`config.mk`:
```
export PLATFORM = sky130hd
export DESIGN_NAME = mrsync_top
export DESIGN_NICKNAME = d
export VERILOG_FILES = /design/src/include/mrsync_pkg.sv /design/src/rtl/mrsync_sync.sv /design/src/rtl/mrsync_top.sv
export SDC_FILE = /design/constraint.sdc
export NUM_CORES = 1
export LEC_CHECK = 0
export BUFFER_PORTS_ARGS = -buffer_cell sky130_fd_sc_hd__buf_2
export CAP_MARGIN = 10
export CORE_ASPECT_RATIO = 1.2
export CORE_UTILIZATION = 30
export CTS_CLUSTER_SIZE = 14
export DETAILED_ROUTE_END_ITERATION = 8
export PLACE_DENSITY = 0.59
export SLEW_MARGIN = 20
export SYNTH_ARGS = -nofsm -noshare
export SYNTH_HDL_FRONTEND = slang
export SYNTH_SLANG_ARGS = --single-unit
```
`constraint.sdc`:
```
create_clock -name clk -period 2.4 [get_ports clk]
set_input_delay 0.24 -clock clk [delete_from_list [all_inputs] [get_ports clk]]
set_output_delay 0.24 -clock clk [all_outputs]
set_load 0.01 [all_outputs]
```
`src/include/mrsync_pkg.sv`:
```
// Purpose: shared constants for the reset sequencer and rtc tick block
// Assumes: 32-bit axi4-lite register bus, byte addresses
// Notes: all fields sit in the low byte of each word
package mrsync_pkg;
    localparam int ADDR_W = 5;
    localparam logic [1:0] RESP_OKAY = 2'b00;
    localparam logic [1:0] RESP_SLVERR = 2'b10;

    // register byte offsets
    localparam logic [ADDR_W-1:0] OFS_CTRL = 5'h00;
    localparam logic [ADDR_W-1:0] OFS_STATUS = 5'h04;
    localparam logic [ADDR_W-1:0] OFS_IN_LATCH0 = 5'h08;
    localparam logic [ADDR_W-1:0] OFS_OUT_LATCH0 = 5'h0c;
    localparam logic [ADDR_W-1:0] OFS_TICK = 5'h10;
    localparam logic [ADDR_W-1:0] OFS_IRQ_STATUS = 5'h14;
    localparam logic [ADDR_W-1:0] OFS_IRQ_ENABLE = 5'h18;
    localparam logic [ADDR_W-1:0] OFS_IRQ_CLEAR = 5'h1c;

    // ctrl fields
    localparam int CTRL_FORCE_BIT = 0;
    // status fields
    localparam int STAT_LIVE_BIT = 0;
    localparam int STAT_EXIT_BIT = 1;
    localparam int STAT_ENTRY_BIT = 2;
    localparam int STAT_LAST_BIT = 3;
    // input latch 0 fields
    localparam int IN_FLASH_WP_BIT = 0;
    localparam int IN_KEYLOCK_BIT = 1;
    localparam int IN_KBD_SECURE_BIT = 2;
    // output latch 0 fields
    localparam int OUT_LATCH_W = 5;
    localparam int OUT_VIDEO_BIT = 0;
    localparam int OUT_FLOPPY_BIT = 1;
    localparam int OUT_SECURE_BIT = 2;
    localparam int OUT_FAN_BIT = 3;
    localparam int OUT_KEYLOCK_BIT = 4;
    localparam logic [OUT_LATCH_W-1:0] OUT_LATCH_RESET = 5'h1a;
    // interrupt fields
    localparam int IRQ_W = 3;
    localparam int IRQ_EXIT_BIT = 0;
    localparam int IRQ_ENTRY_BIT = 1;
    localparam int IRQ_SAT_BIT = 2;

    // rtc tick chain
    localparam int PRESCALE_W = 3;
    localparam int TICK_W = 8;
    localparam logic [TICK_W-1:0] TICK_MAX = 8'hff;
    localparam logic [PRESCALE_W-1:0] PRESCALE_LAST = 3'h7;

    // shortest processor reset pulse that must be seen
    localparam int CLK_PERIOD_NS = 8;
    localparam int MIN_RESET_PULSE_NS = 80;
    localparam int MIN_RESET_PULSE_CYC = MIN_RESET_PULSE_NS / CLK_PERIOD_NS;
    localparam int SYNC_STAGES = 2;
endpackage

```
`src/rtl/mrsync_sync.sv`:
```
// Purpose: two-flop synchronisers for a group of pin inputs
// Assumes: each bit changes slower than the clock
// Notes: first stage feeds only the second stage
`timescale 1ns/100ps
module mrsync_sync
    import mrsync_pkg::*;
#(
    parameter int WIDTH = 1
) (
    input wire logic clk,
    input wire logic rst,
    input wire logic [WIDTH-1:0] din,
    output logic [WIDTH-1:0] dout
);
    genvar i;
    generate
        for (i = 0; i < WIDTH; i++) begin : g_bit
            logic stage1;
            logic stage2;
            always_ff @(posedge clk or posedge rst) begin
                if (rst) begin
                    stage1 <= 1'b0;
                    stage2 <= 1'b0;
                end else begin
                    stage1 <= din[i];
                    stage2 <= stage1;
                end
            end
            assign dout[i] = stage2;
        end
    endgenerate
endmodule

```
`src/rtl/mrsync_top.sv`:
```
// Purpose: reset sequencing, reset event latches, output latch and rtc tick counter
// Assumes: axi4-lite slave, one write and one read in flight
// Notes: pin inputs and the rtc clock are sampled on clk
//
// Overview of operation
// power-ok low while force latch set, supply low or front-panel reset active.
// live status bit reads 1 while processors sit in reset, unlatched.
// exit flag sets on leaving reset, clears on read and on supply loss.
// entry flag sets on entering reset, clears on read and on supply loss.
// reset pulses near 80 ns still produce entry and exit flags.
// front-panel reset indicator is the inverse of the active-low processor reset.
// firmware sets the force-reset latch; supply loss clears it.
// controller reset high while supply low or reset request active, else low.
// last-reset latch clears on supply loss, sets on request with supply good.
// last-reset latch is read-only; writes never change it.
// output latch 0 bits drive video, floppy, secure, fan led and keylock lines.
// firmware should mirror keylock request input into keylock output bit.
// flash write-protect pin is readable in input latch 0.
// 8-bit tick counter advances once per eight rtc periods via 3-bit prescaler.
// reading the tick counter returns it and clears it.
// tick counter saturates at ff instead of wrapping.
// firmware accumulates reads, treats ff as error, shifts total right twelve.
// pin inputs and rtc clock pass two flops before any logic.
// a set in the same cycle as a clear-on-read wins.
`timescale 1ns/100ps
module mrsync_top
    import mrsync_pkg::*;
(
    input wire logic clk,
    input wire logic rst,
    // axi4-lite slave
    input wire logic [ADDR_W-1:0] s_axi_awaddr,
    input wire logic s_axi_awvalid,
    output logic s_axi_awready,
    input wire logic [31:0] s_axi_wdata,
    input wire logic [3:0] s_axi_wstrb,
    input wire logic s_axi_wvalid,
    output logic s_axi_wready,
    output logic [1:0] s_axi_bresp,
    output logic s_axi_bvalid,
    input wire logic s_axi_bready,
    input wire logic [ADDR_W-1:0] s_axi_araddr,
    input wire logic s_axi_arvalid,
    output logic s_axi_arready,
    output logic [31:0] s_axi_rdata,
    output logic [1:0] s_axi_rresp,
    output logic s_axi_rvalid,
    input wire logic s_axi_rready,
    // pins
    input wire logic supply_ok_in,
    input wire logic front_panel_a,
    input wire logic cpu_reset_n,
    input wire logic mgmt_reset_request_n,
    input wire logic flash_wp_n,
    input wire logic keylock_request_in_n,
    input wire logic keyboard_secure_in_n,
    input wire logic rtc_clk,
    output logic cpu_power_ok_control,
    output logic system_reset_indicator,
    output logic mgmt_controller_reset,
    output logic video_blank,
    output logic floppy_write_inhibit_n,
    output logic secure_state_out,
    output logic fan_fault_led_n,
    output logic keylock_out_n,
    output logic irq
);
    localparam int NSYNC = 8;

    // synchronised pins
    logic [NSYNC-1:0] pins_raw;
    logic [NSYNC-1:0] pins_s;
    logic supply_s;
    logic hard_s;
    logic cpu_reset_n_s;
    logic req_n_s;
    logic flash_wp_n_s;
    logic keylock_req_n_s;
    logic kbd_secure_n_s;
    logic rtc_s;

    assign pins_raw = {rtc_clk, keyboard_secure_in_n, keylock_request_in_n, flash_wp_n,
                       mgmt_reset_request_n, cpu_reset_n, front_panel_a, supply_ok_in};

    mrsync_sync #(.WIDTH(NSYNC)) mrsync_sync_inst (
        .clk(clk),
        .rst(rst),
        .din(pins_raw),
        .dout(pins_s)
    );

    assign supply_s = pins_s[0];
    assign hard_s = pins_s[1];
    assign cpu_reset_n_s = pins_s[2];
    assign req_n_s = pins_s[3];
    assign flash_wp_n_s = pins_s[4];
    assign keylock_req_n_s = pins_s[5];
    assign kbd_secure_n_s = pins_s[6];
    assign rtc_s = pins_s[7];

    // state
    logic force_reset;
    logic supply_d;
    logic live_d;
    logic exit_flag;
    logic entry_flag;
    logic last_reset_was_power_loss;
    logic [OUT_LATCH_W-1:0] out_latch;
    logic rtc_d;
    logic [PRESCALE_W-1:0] prescale;
    logic [TICK_W-1:0] tick;
    logic [IRQ_W-1:0] irq_status;
    logic [IRQ_W-1:0] irq_enable;

    // write channel bookkeeping
    logic aw_have;
    logic w_have;
    logic [ADDR_W-1:0] wr_addr;
    logic [7:0] wr_byte;
    logic wr_lane0;

    // handshakes and decode
    wire aw_hs = s_axi_awvalid & s_axi_awready;
    wire w_hs = s_axi_wvalid & s_axi_wready;
    wire ar_hs = s_axi_arvalid & s_axi_arready;
    wire do_write = aw_have & w_have & ~s_axi_bvalid;
    wire wr_en = do_write & wr_lane0;
    wire wr_ctrl = wr_en & (wr_addr == OFS_CTRL);
    wire wr_out = wr_en & (wr_addr == OFS_OUT_LATCH0);
    wire wr_irq_en = wr_en & (wr_addr == OFS_IRQ_ENABLE);
    wire wr_irq_clr = wr_en & (wr_addr == OFS_IRQ_CLEAR);
    wire wr_mapped = (wr_addr == OFS_CTRL) | (wr_addr == OFS_OUT_LATCH0)
                     | (wr_addr == OFS_IRQ_ENABLE) | (wr_addr == OFS_IRQ_CLEAR);
    wire rd_status = ar_hs & (s_axi_araddr == OFS_STATUS);
    wire rd_tick = ar_hs & (s_axi_araddr == OFS_TICK);

    wire next_aw_have = (aw_have | aw_hs) & ~do_write;
    wire next_w_have = (w_have | w_hs) & ~do_write;
    wire next_bvalid = s_axi_bvalid ? ~s_axi_bready : do_write;
    wire next_rvalid = s_axi_rvalid ? ~s_axi_rready : ar_hs;

    // reset event detection; 80 ns is ten clocks, well over the sync depth
    wire live = ~cpu_reset_n_s;
    // sync flops restart at zero, which would fake an exit edge after reset or supply loss
    wire edge_ok = supply_s & supply_d;
    wire entry_evt = edge_ok & live & ~live_d;
    wire exit_evt = edge_ok & ~live & live_d;

    // tick chain
    wire rtc_rise = rtc_s & ~rtc_d;
    wire tick_adv = rtc_rise & (prescale == PRESCALE_LAST);
    wire tick_sat = (tick == TICK_MAX);
    wire tick_inc = tick_adv & ~tick_sat;

    // set wins over clear-on-read
    wire next_exit = ~supply_s ? 1'b0 : (exit_evt | (exit_flag & ~rd_status));
    wire next_entry = ~supply_s ? 1'b0 : (entry_evt | (entry_flag & ~rd_status));
    wire next_force = ~supply_s ? 1'b0
                      : (wr_ctrl ? wr_byte[CTRL_FORCE_BIT] : force_reset);
    wire next_last = ~supply_s ? 1'b0 : (~req_n_s | last_reset_was_power_loss);
    wire [TICK_W-1:0] tick_plus = tick + 8'h01;
    wire [TICK_W-1:0] next_tick = rd_tick ? (tick_inc ? 8'h01 : 8'h00)
                                  : (tick_inc ? tick_plus : tick);

    wire [IRQ_W-1:0] irq_events = {tick_adv & tick_sat, entry_evt, exit_evt};
    wire [IRQ_W-1:0] irq_clr_mask = wr_irq_clr ? wr_byte[IRQ_W-1:0] : '0;
    // events set even while their clear is written
    wire [IRQ_W-1:0] next_irq_status = irq_events | (irq_status & ~irq_clr_mask);
    wire [IRQ_W-1:0] next_irq_enable = wr_irq_en ? wr_byte[IRQ_W-1:0] : irq_enable;

    // read mux
    wire [7:0] status_byte = {4'h0, last_reset_was_power_loss, entry_flag, exit_flag, live};
    wire [7:0] in_byte = {5'h00, kbd_secure_n_s, keylock_req_n_s, flash_wp_n_s};
    logic [7:0] rd_byte;
    logic rd_ok;
    always_comb begin
        rd_byte = 8'h00;
        rd_ok = 1'b1;
        unique case (s_axi_araddr)
            OFS_CTRL: rd_byte = {7'h00, force_reset};
            OFS_STATUS: rd_byte = status_byte;
            OFS_IN_LATCH0: rd_byte = in_byte;
            OFS_OUT_LATCH0: rd_byte = {3'h0, out_latch};
            OFS_TICK: rd_byte = tick;
            OFS_IRQ_STATUS: rd_byte = {5'h00, irq_status};
            OFS_IRQ_ENABLE: rd_byte = {5'h00, irq_enable};
            OFS_IRQ_CLEAR: rd_byte = 8'h00;
            default: rd_ok = 1'b0;
        endcase
    end

    // bus handshake flops
    always_ff @(posedge clk or posedge rst) begin
        if (rst) begin
            aw_have <= 1'b0;
            w_have <= 1'b0;
            s_axi_awready <= 1'b0;
            s_axi_wready <= 1'b0;
            s_axi_bvalid <= 1'b0;
            s_axi_arready <= 1'b0;
            s_axi_rvalid <= 1'b0;
        end else begin
            aw_have <= next_aw_have;
            w_have <= next_w_have;
            s_axi_awready <= ~next_aw_have;
            s_axi_wready <= ~next_w_have;
            s_axi_bvalid <= next_bvalid;
            s_axi_arready <= ~next_rvalid;
            s_axi_rvalid <= next_rvalid;
        end
    end

    // captured payloads
    always_ff @(posedge clk or posedge rst) begin
        if (rst) begin
            wr_addr <= '0;
            wr_byte <= 8'h00;
            wr_lane0 <= 1'b0;
            s_axi_bresp <= RESP_OKAY;
            s_axi_rdata <= 32'h0000_0000;
            s_axi_rresp <= RESP_OKAY;
        end else begin
            if (aw_hs) begin
                wr_addr <= s_axi_awaddr;
            end
            if (w_hs) begin
                wr_byte <= s_axi_wdata[7:0];
                wr_lane0 <= s_axi_wstrb[0];
            end
            if (do_write) begin
                s_axi_bresp <= wr_mapped ? RESP_OKAY : RESP_SLVERR;
            end
            if (ar_hs) begin
                s_axi_rdata <= {24'h00_0000, rd_byte};
                s_axi_rresp <= rd_ok ? RESP_OKAY : RESP_SLVERR;
            end
        end
    end

    // reset latches and flags
    always_ff @(posedge clk or posedge rst) begin
        if (rst) begin
            force_reset <= 1'b0;
            supply_d <= 1'b0;
            live_d <= 1'b0;
            exit_flag <= 1'b0;
            entry_flag <= 1'b0;
            last_reset_was_power_loss <= 1'b0;
        end else begin
            force_reset <= next_force;
            supply_d <= supply_s;
            live_d <= live;
            exit_flag <= next_exit;
            entry_flag <= next_entry;
            last_reset_was_power_loss <= next_last;
        end
    end

    // output latch, tick chain, interrupts
    always_ff @(posedge clk or posedge rst) begin
        if (rst) begin
            out_latch <= OUT_LATCH_RESET;
            rtc_d <= 1'b0;
            prescale <= '0;
            tick <= 8'h00;
            irq_status <= '0;
            irq_enable <= '0;
        end else begin
            if (wr_out) begin
                out_latch <= wr_byte[OUT_LATCH_W-1:0];
            end
            rtc_d <= rtc_s;
            if (rtc_rise) begin
                prescale <= prescale + 3'h1;
            end
            tick <= next_tick;
            irq_status <= next_irq_status;
            irq_enable <= next_irq_enable;
        end
    end

    // pins out, all registered; reset holds cpu and controller in reset
    always_ff @(posedge clk or posedge rst) begin
        if (rst) begin
            cpu_power_ok_control <= 1'b0;
            system_reset_indicator <= 1'b1;
            mgmt_controller_reset <= 1'b1;
            video_blank <= OUT_LATCH_RESET[OUT_VIDEO_BIT];
            floppy_write_inhibit_n <= OUT_LATCH_RESET[OUT_FLOPPY_BIT];
            secure_state_out <= OUT_LATCH_RESET[OUT_SECURE_BIT];
            fan_fault_led_n <= OUT_LATCH_RESET[OUT_FAN_BIT];
            keylock_out_n <= OUT_LATCH_RESET[OUT_KEYLOCK_BIT];
            irq <= 1'b0;
        end else begin
            cpu_power_ok_control <= ~(force_reset | ~supply_s | hard_s);
            system_reset_indicator <= ~cpu_reset_n_s;
            mgmt_controller_reset <= ~supply_s | ~req_n_s;
            video_blank <= out_latch[OUT_VIDEO_BIT];
            floppy_write_inhibit_n <= out_latch[OUT_FLOPPY_BIT];
            secure_state_out <= out_latch[OUT_SECURE_BIT];
            fan_fault_led_n <= out_latch[OUT_FAN_BIT];
            // firmware is expected to copy the keylock request here
            keylock_out_n <= out_latch[OUT_KEYLOCK_BIT];
            irq <= |(irq_status & irq_enable);
        end
    end
endmodule

```
### Word level (Yosys, flattened, before mapping)

Index checks and enable logic that the tools add are counted.

| word-level totals | value |
|---|---|
| word-level logic and storage cells | 140 |
| bits in registers | 84 |
| output and inout port bits | 50 |
| input bits | 61 |

| cells by class | value |
|---|---|
| reduce and logical (&&, ||, !) cells | 5 |
| bitwise gates (word level) | 55 |
| mux-type cells | 15 |
| equality and inequality tests | 13 |
| add/sub/neg operators | 2 |

Operators with widths:

| cell | number |
|---|---|
| 8-bit one-hot mux with 7 select lines | 1 |
| 5-bit == test (second input constant) | 6 |
| 1-bit bitwise AND | 25 |
| 8-bit two-way mux | 2 |
| 5-bit by 4-bit == test with 1-bit output (second input constant) | 3 |
| 1-bit inverter | 15 |
| 1-bit OR | 11 |
| 5-bit logical NOT | 2 |
| 1-bit two-way mux | 9 |
| 8-bit by 1-bit adder with 8-bit output (second input constant) | 1 |
| 8-bit == test (second input constant) | 1 |
| 8-bit OR reduction | 1 |
| 3-bit bitwise AND | 2 |
| 5-bit by 3-bit == test with 1-bit output (second input constant) | 1 |
| 2-bit two-way mux | 2 |
| 3-bit by 1-bit adder with 3-bit output (second input constant) | 1 |
| 3-bit == test (second input constant) | 1 |
| 3-bit two-way mux | 1 |
| 3-bit inverter | 1 |
| 3-bit OR | 1 |
| 3-bit OR reduction | 1 |
| 2-bit != test (second input constant) | 1 |
| 2-bit nonzero test | 1 |

### Longest topological paths before layout

| logic depth | value |
|---|---|
| depth after elaboration | 8 |
| depth in mapped cells | 7 |
| gate-level depth less buffers | 6 |

### By module

A second synthesis with hierarchy kept.

| second synthesis, totals | value |
|---|---|
| cells, all modules | 281 |
| area, all modules | 3468.3 µm² |

By module, submodules not included:

| module | area an instance (µm²) | cells an instance | times used | seq. area each (µm²) |
|---|---|---|---|---|
| mrsync_top | 3004.1 | 256 | 1 | 1661.6 |
| mrsync_sync | 464.2 | 25 | 1 | 400.4 |

### Worst setup path after synthesis

OpenSTA, ideal clock, no wires.

| timing | value |
|---|---|
| path kind | reg-to-reg |
| start point | register s_axi_bvalid |
| end point | register irq_enable[0] |
| arrival | 1.541 ns |
| buffers on the path | 0 |
| stages on the path, launching flop included | 5 |
| required time | 2.275 ns |
| period minus slack after synthesis | 1.667 ns |
| path slack | 0.733 ns |
| path through | dfrtp_1 -> and3b_2 -> nand4_4 -> or3b_4 -> mux2_4 |

| between the ends | value |
|---|---|
| longest elaborated chain between the ends | 4 |

RTL lines:

| what | line | text |
|---|---|---|
| start, declared | mrsync_top.sv:40 | `output logic s_axi_bvalid,` |
| start signal, assigned | mrsync_top.sv:207 | `s_axi_bvalid <= next_bvalid;` |
| 1-bit inverter | mrsync_top.sv:126 | `wire do_write = aw_have & w_have & ~s_axi_bvalid;` |
| 1-bit bitwise AND | mrsync_top.sv:126 |  |
| 1-bit bitwise AND | mrsync_top.sv:127 | `wire wr_en = do_write & wr_lane0;` |
| 1-bit bitwise AND | mrsync_top.sv:130 | `wire wr_irq_en = wr_en & (wr_addr == OFS_IRQ_ENABLE);` |
| end signal, assigned | mrsync_top.sv:278 | `irq_enable <= next_irq_enable;` |
| end, declared | mrsync_top.sv:113 | `logic [IRQ_W-1:0] irq_enable;` |

Every way passes these cells.
A chain may end at the register's enable or synchronous reset.

### Worst setup path in the final report

| timing | value |
|---|---|
| start point | register prescale[0] |
| end point | register tick[7] |

| between the ends | value |
|---|---|
| longest elaborated chain between the ends | 4 |

RTL lines:

| what | line | text |
|---|---|---|
| start, declared | mrsync_top.sv:110 | `logic [PRESCALE_W-1:0] prescale;` |
| start signal, assigned | mrsync_top.sv:274 | `prescale <= prescale + 3'h1;` |
| 3-bit == test | mrsync_top.sv:151 | `wire tick_adv = rtc_rise & (prescale == PRESCALE_LAST);` |
| 1-bit bitwise AND | mrsync_top.sv:151 |  |
| 1-bit bitwise AND | mrsync_top.sv:153 | `wire tick_inc = tick_adv & ~tick_sat;` |
| 2-bit nonzero test (no source line) | n/a |  |
| end signal, assigned | mrsync_top.sv:276 | `tick <= next_tick;` |
| end, declared | mrsync_top.sv:111 | `logic [TICK_W-1:0] tick;` |

Every way passes these cells.

==> impl_metrics.ini <==
[grt]
antenna_found_initial = 0
gr-total-overflow = 0
grt_max_degree = 52
grtUsageTotal = 0.1133
grt_pass1_vias = 1965
grt_pass1_wl_um = 10140

[synth]
synth_flop_cell = dfrtp_1
synth_edf_count = 0
ys_ff_latch = 82
synth_area_um2 = 3405
ys_seq_area_frac = 0.6057
netlist_instances = 272
synth_area_per_cell_um2 = 12.52
async_flop_share = 1.000
synth_cell_types = 47
yosys_warnings = 0

[placement]
numPortBuffers = 54
place_congestion = 0.7690
dp_cells = 451
dpl.hpwl_um = 4474
dp_slack_ns = 0.6136

[layout]
drive_gt1_frac = 0.3125
nNetsFinal = 395
num-fill-cells = 1108
fin_cells = 468
area_delta_synth_final_pct = 17.64
layout_common_cells = dfrtp_1, buf_2, conb_1
layout_commonest_cell = dfrtp_1
diodes = 0
multi_input_area_um2 = 1170
regArea_um2 = 2062

[drt]
drt_iter0_drc = 59
avgViaCountPerCell = 4.476
antenna_left = 0
wl_per_cell_um = 13.16
vias = 2095
drtPass1Iterations = 4
drc = 0
drt_wl_total_um = 6159

[pwr]
p_clk_frac = 0.307
p_int_w = 0.002794
power_frac_comb = 0.193
p_sw_w = 0.001204
power_leakage_nw = 1.900
peakVddDrop_v = 0.0003521
power_density_nw_per_um2 = 998.2
p_sw_frac = 0.3012
seqPwrFrac = 0.501

[timing]
maxSlewHeadroom = 0.6198
timing.fmax_ghz = 0.5545
fin_crit_sh = 0.7515
worst_pin_slew_ns = 0.5696
skew_ns = 0.008783
finalCriticalPeriod_ns = 1.804
setup_viol = 0
setup_slack_ns = 0.5964
finalHoldViolCount = 0
rsz0062_at_grt = no
slew_violations = 0
final.setup.tns_ns = 0

[setup_path]
regToRegStartpoint = prescale[0]
slowest_stage = or4_1
crit_arrival_ns = 2.06
max_stage_delay_ns = 0.43
path_max_fanout = 6
worstPathCellList = ha_1 -> ha_1 -> and3b_1 -> o211ai_1 -> or4_1 -> a21oi_1
reg2reg_slack_ns = 0.60
end_kind = register
cpMostUsedCell = ha_1
critPathKind = reg -> reg
r2r_end = tick[7]
cp.required_ns = 2.66
rr_worst_depth = 6
start_kind = register

[clock_tree]
cts_max_level = 3
ctsLongestPathBuffers = 2
cts_tree = built
clkSinkCount = 82
hold_buffers = 1
numCtsBuffers = 9
clk_pin_slew_ns = 0.06
clock_latency_ns = 0.33
postCtsSetupBuffers = 0
postCtsResizedCells = 0
root_buffer = clkbuf_16

[floorplan]
start_util = 0.3085
ios = 111
fp.dieH_um = 118.7
coreArea_um2 = 11040
num_rows = 42
die_area_um2 = 11780
die_width_um = 99.25

[min_path]
hp-start = supply_ok_in
hold_end = mrsync_sync_inst.g_bit[0].stage1
hold_path.class = in -> reg
hold_depth = 1

[flow_run]
max_cap_viol_count = 0

[status]
status = completed
==> how the worst max path moves through the flow <==
stage / startpoint / end / cells after the start
after floorplan: rst / aw_have / 1
after global placement: prescale[0] / tick[7] / 6
after global routing: prescale[0] / tick[7] / 6
after CTS: prescale[0] / tick[7] / 6
after detailed placement: prescale[0] / tick[7] / 6
final: prescale[0] / tick[7] / 6
==> through the flow <==
step	power [W]	hold WS [ns]	utilization	area (µm²)
2_1_floorplan	0.002563	0.2714	-	3498
3_3_place_gp	0.002757	0.3052	0.3380	3730
3_5_place_dp	0.002815	0.3175	0.3380	3730
4_1_cts	0.004056	0.001633	0.3629	4005
5_1_grt	0.004249	0.0004709	0.3629	4005
6_report	0.003998	0.01118	0.3629	4005
==> power groups by stage <==
stage	Clock [W]	Combinational (W)	Sequential [W]
6_report	0.00123	0.000770	0.00200
3_5_place_dp	0	0.000784	0.00203
5_1_grt	0.00132	0.000866	0.00206
2_1_floorplan	0	0.000586	0.00198
4_1_cts	0.00126	0.000787	0.00201
3_3_place_gp	0	0.000743	0.00201
==> Yosys cell counts (4+ instances only) <==
library cell / number / share of area
nand2_1: 18 / 0.020
o21ai_0: 15 / 0.022
nand3_1: 5 / 0.0073
clkbuf_1: 4 / 0.0044
mux2i_1: 9 / 0.026
mux2_2: 18 / 0.060
dfrtp_1: 74 / 0.54
a21oi_1: 5 / 0.0073
nor2_1: 11 / 0.012
inv_1: 11 / 0.012
nor3_1: 4 / 0.0059
xor2_1: 5 / 0.013
dfstp_2: 8 / 0.062
buf_4: 26 / 0.057
==> per-layer routing <==
metal,GRT usage,wire length (µm),up-vias
met3,0.02543,224,11
met2,0.1723,2946,54
met1,0.1495,2834,1014
met5,0,0,-
li1,-,-,1016
met4,0.06066,154,0
==> cell type report <==
| cell class | count | share of cell area |
|---|---|---|
| Tap cell | 132 | 0.04124 |
| Inverter | 11 | 0.01062 |
| Timing Repair Buffer | 56 | 0.07498 |
| Sequential cell | 82 | 0.5148 |
| Clock buffer | 11 | 0.05811 |
| Multi-Input combinational cell | 171 | 0.2921 |
| Clock inverter | 5 | 0.008122 |
==> cells by family after synthesis <==
logic type,share of synthesized area
adder cells (fa/ha/maj),0.01103
AND/OR/NAND/NOR,0.1110
buffers and inverters,0.07828
XOR/XNOR,0.01544
flip-flops,0.6057
multiplexers,0.09923
AO/OA/AOI/OAI,0.07828
other,0.001101
==> critical path, delay by kind of cell (launching register included) <==
kind,cells,cell delay [ns]
flops,1,0.37
fa+ha+maj,2,0.30
simple gates,2,0.70
compound gates,2,0.37
==> registers in the layout, summed over array words and instances (netlist names), 3 cells and up <==
signal	count
mrsync_sync_inst.g_bit.stage2	8
prescale	3
tick	8
mrsync_sync_inst.g_bit.stage1	8
wr_byte	5
irq_enable	3
out_latch	5
irq_status	3
wr_addr	5
s_axi_rdata	8
(Power assumes the default switching activity.)
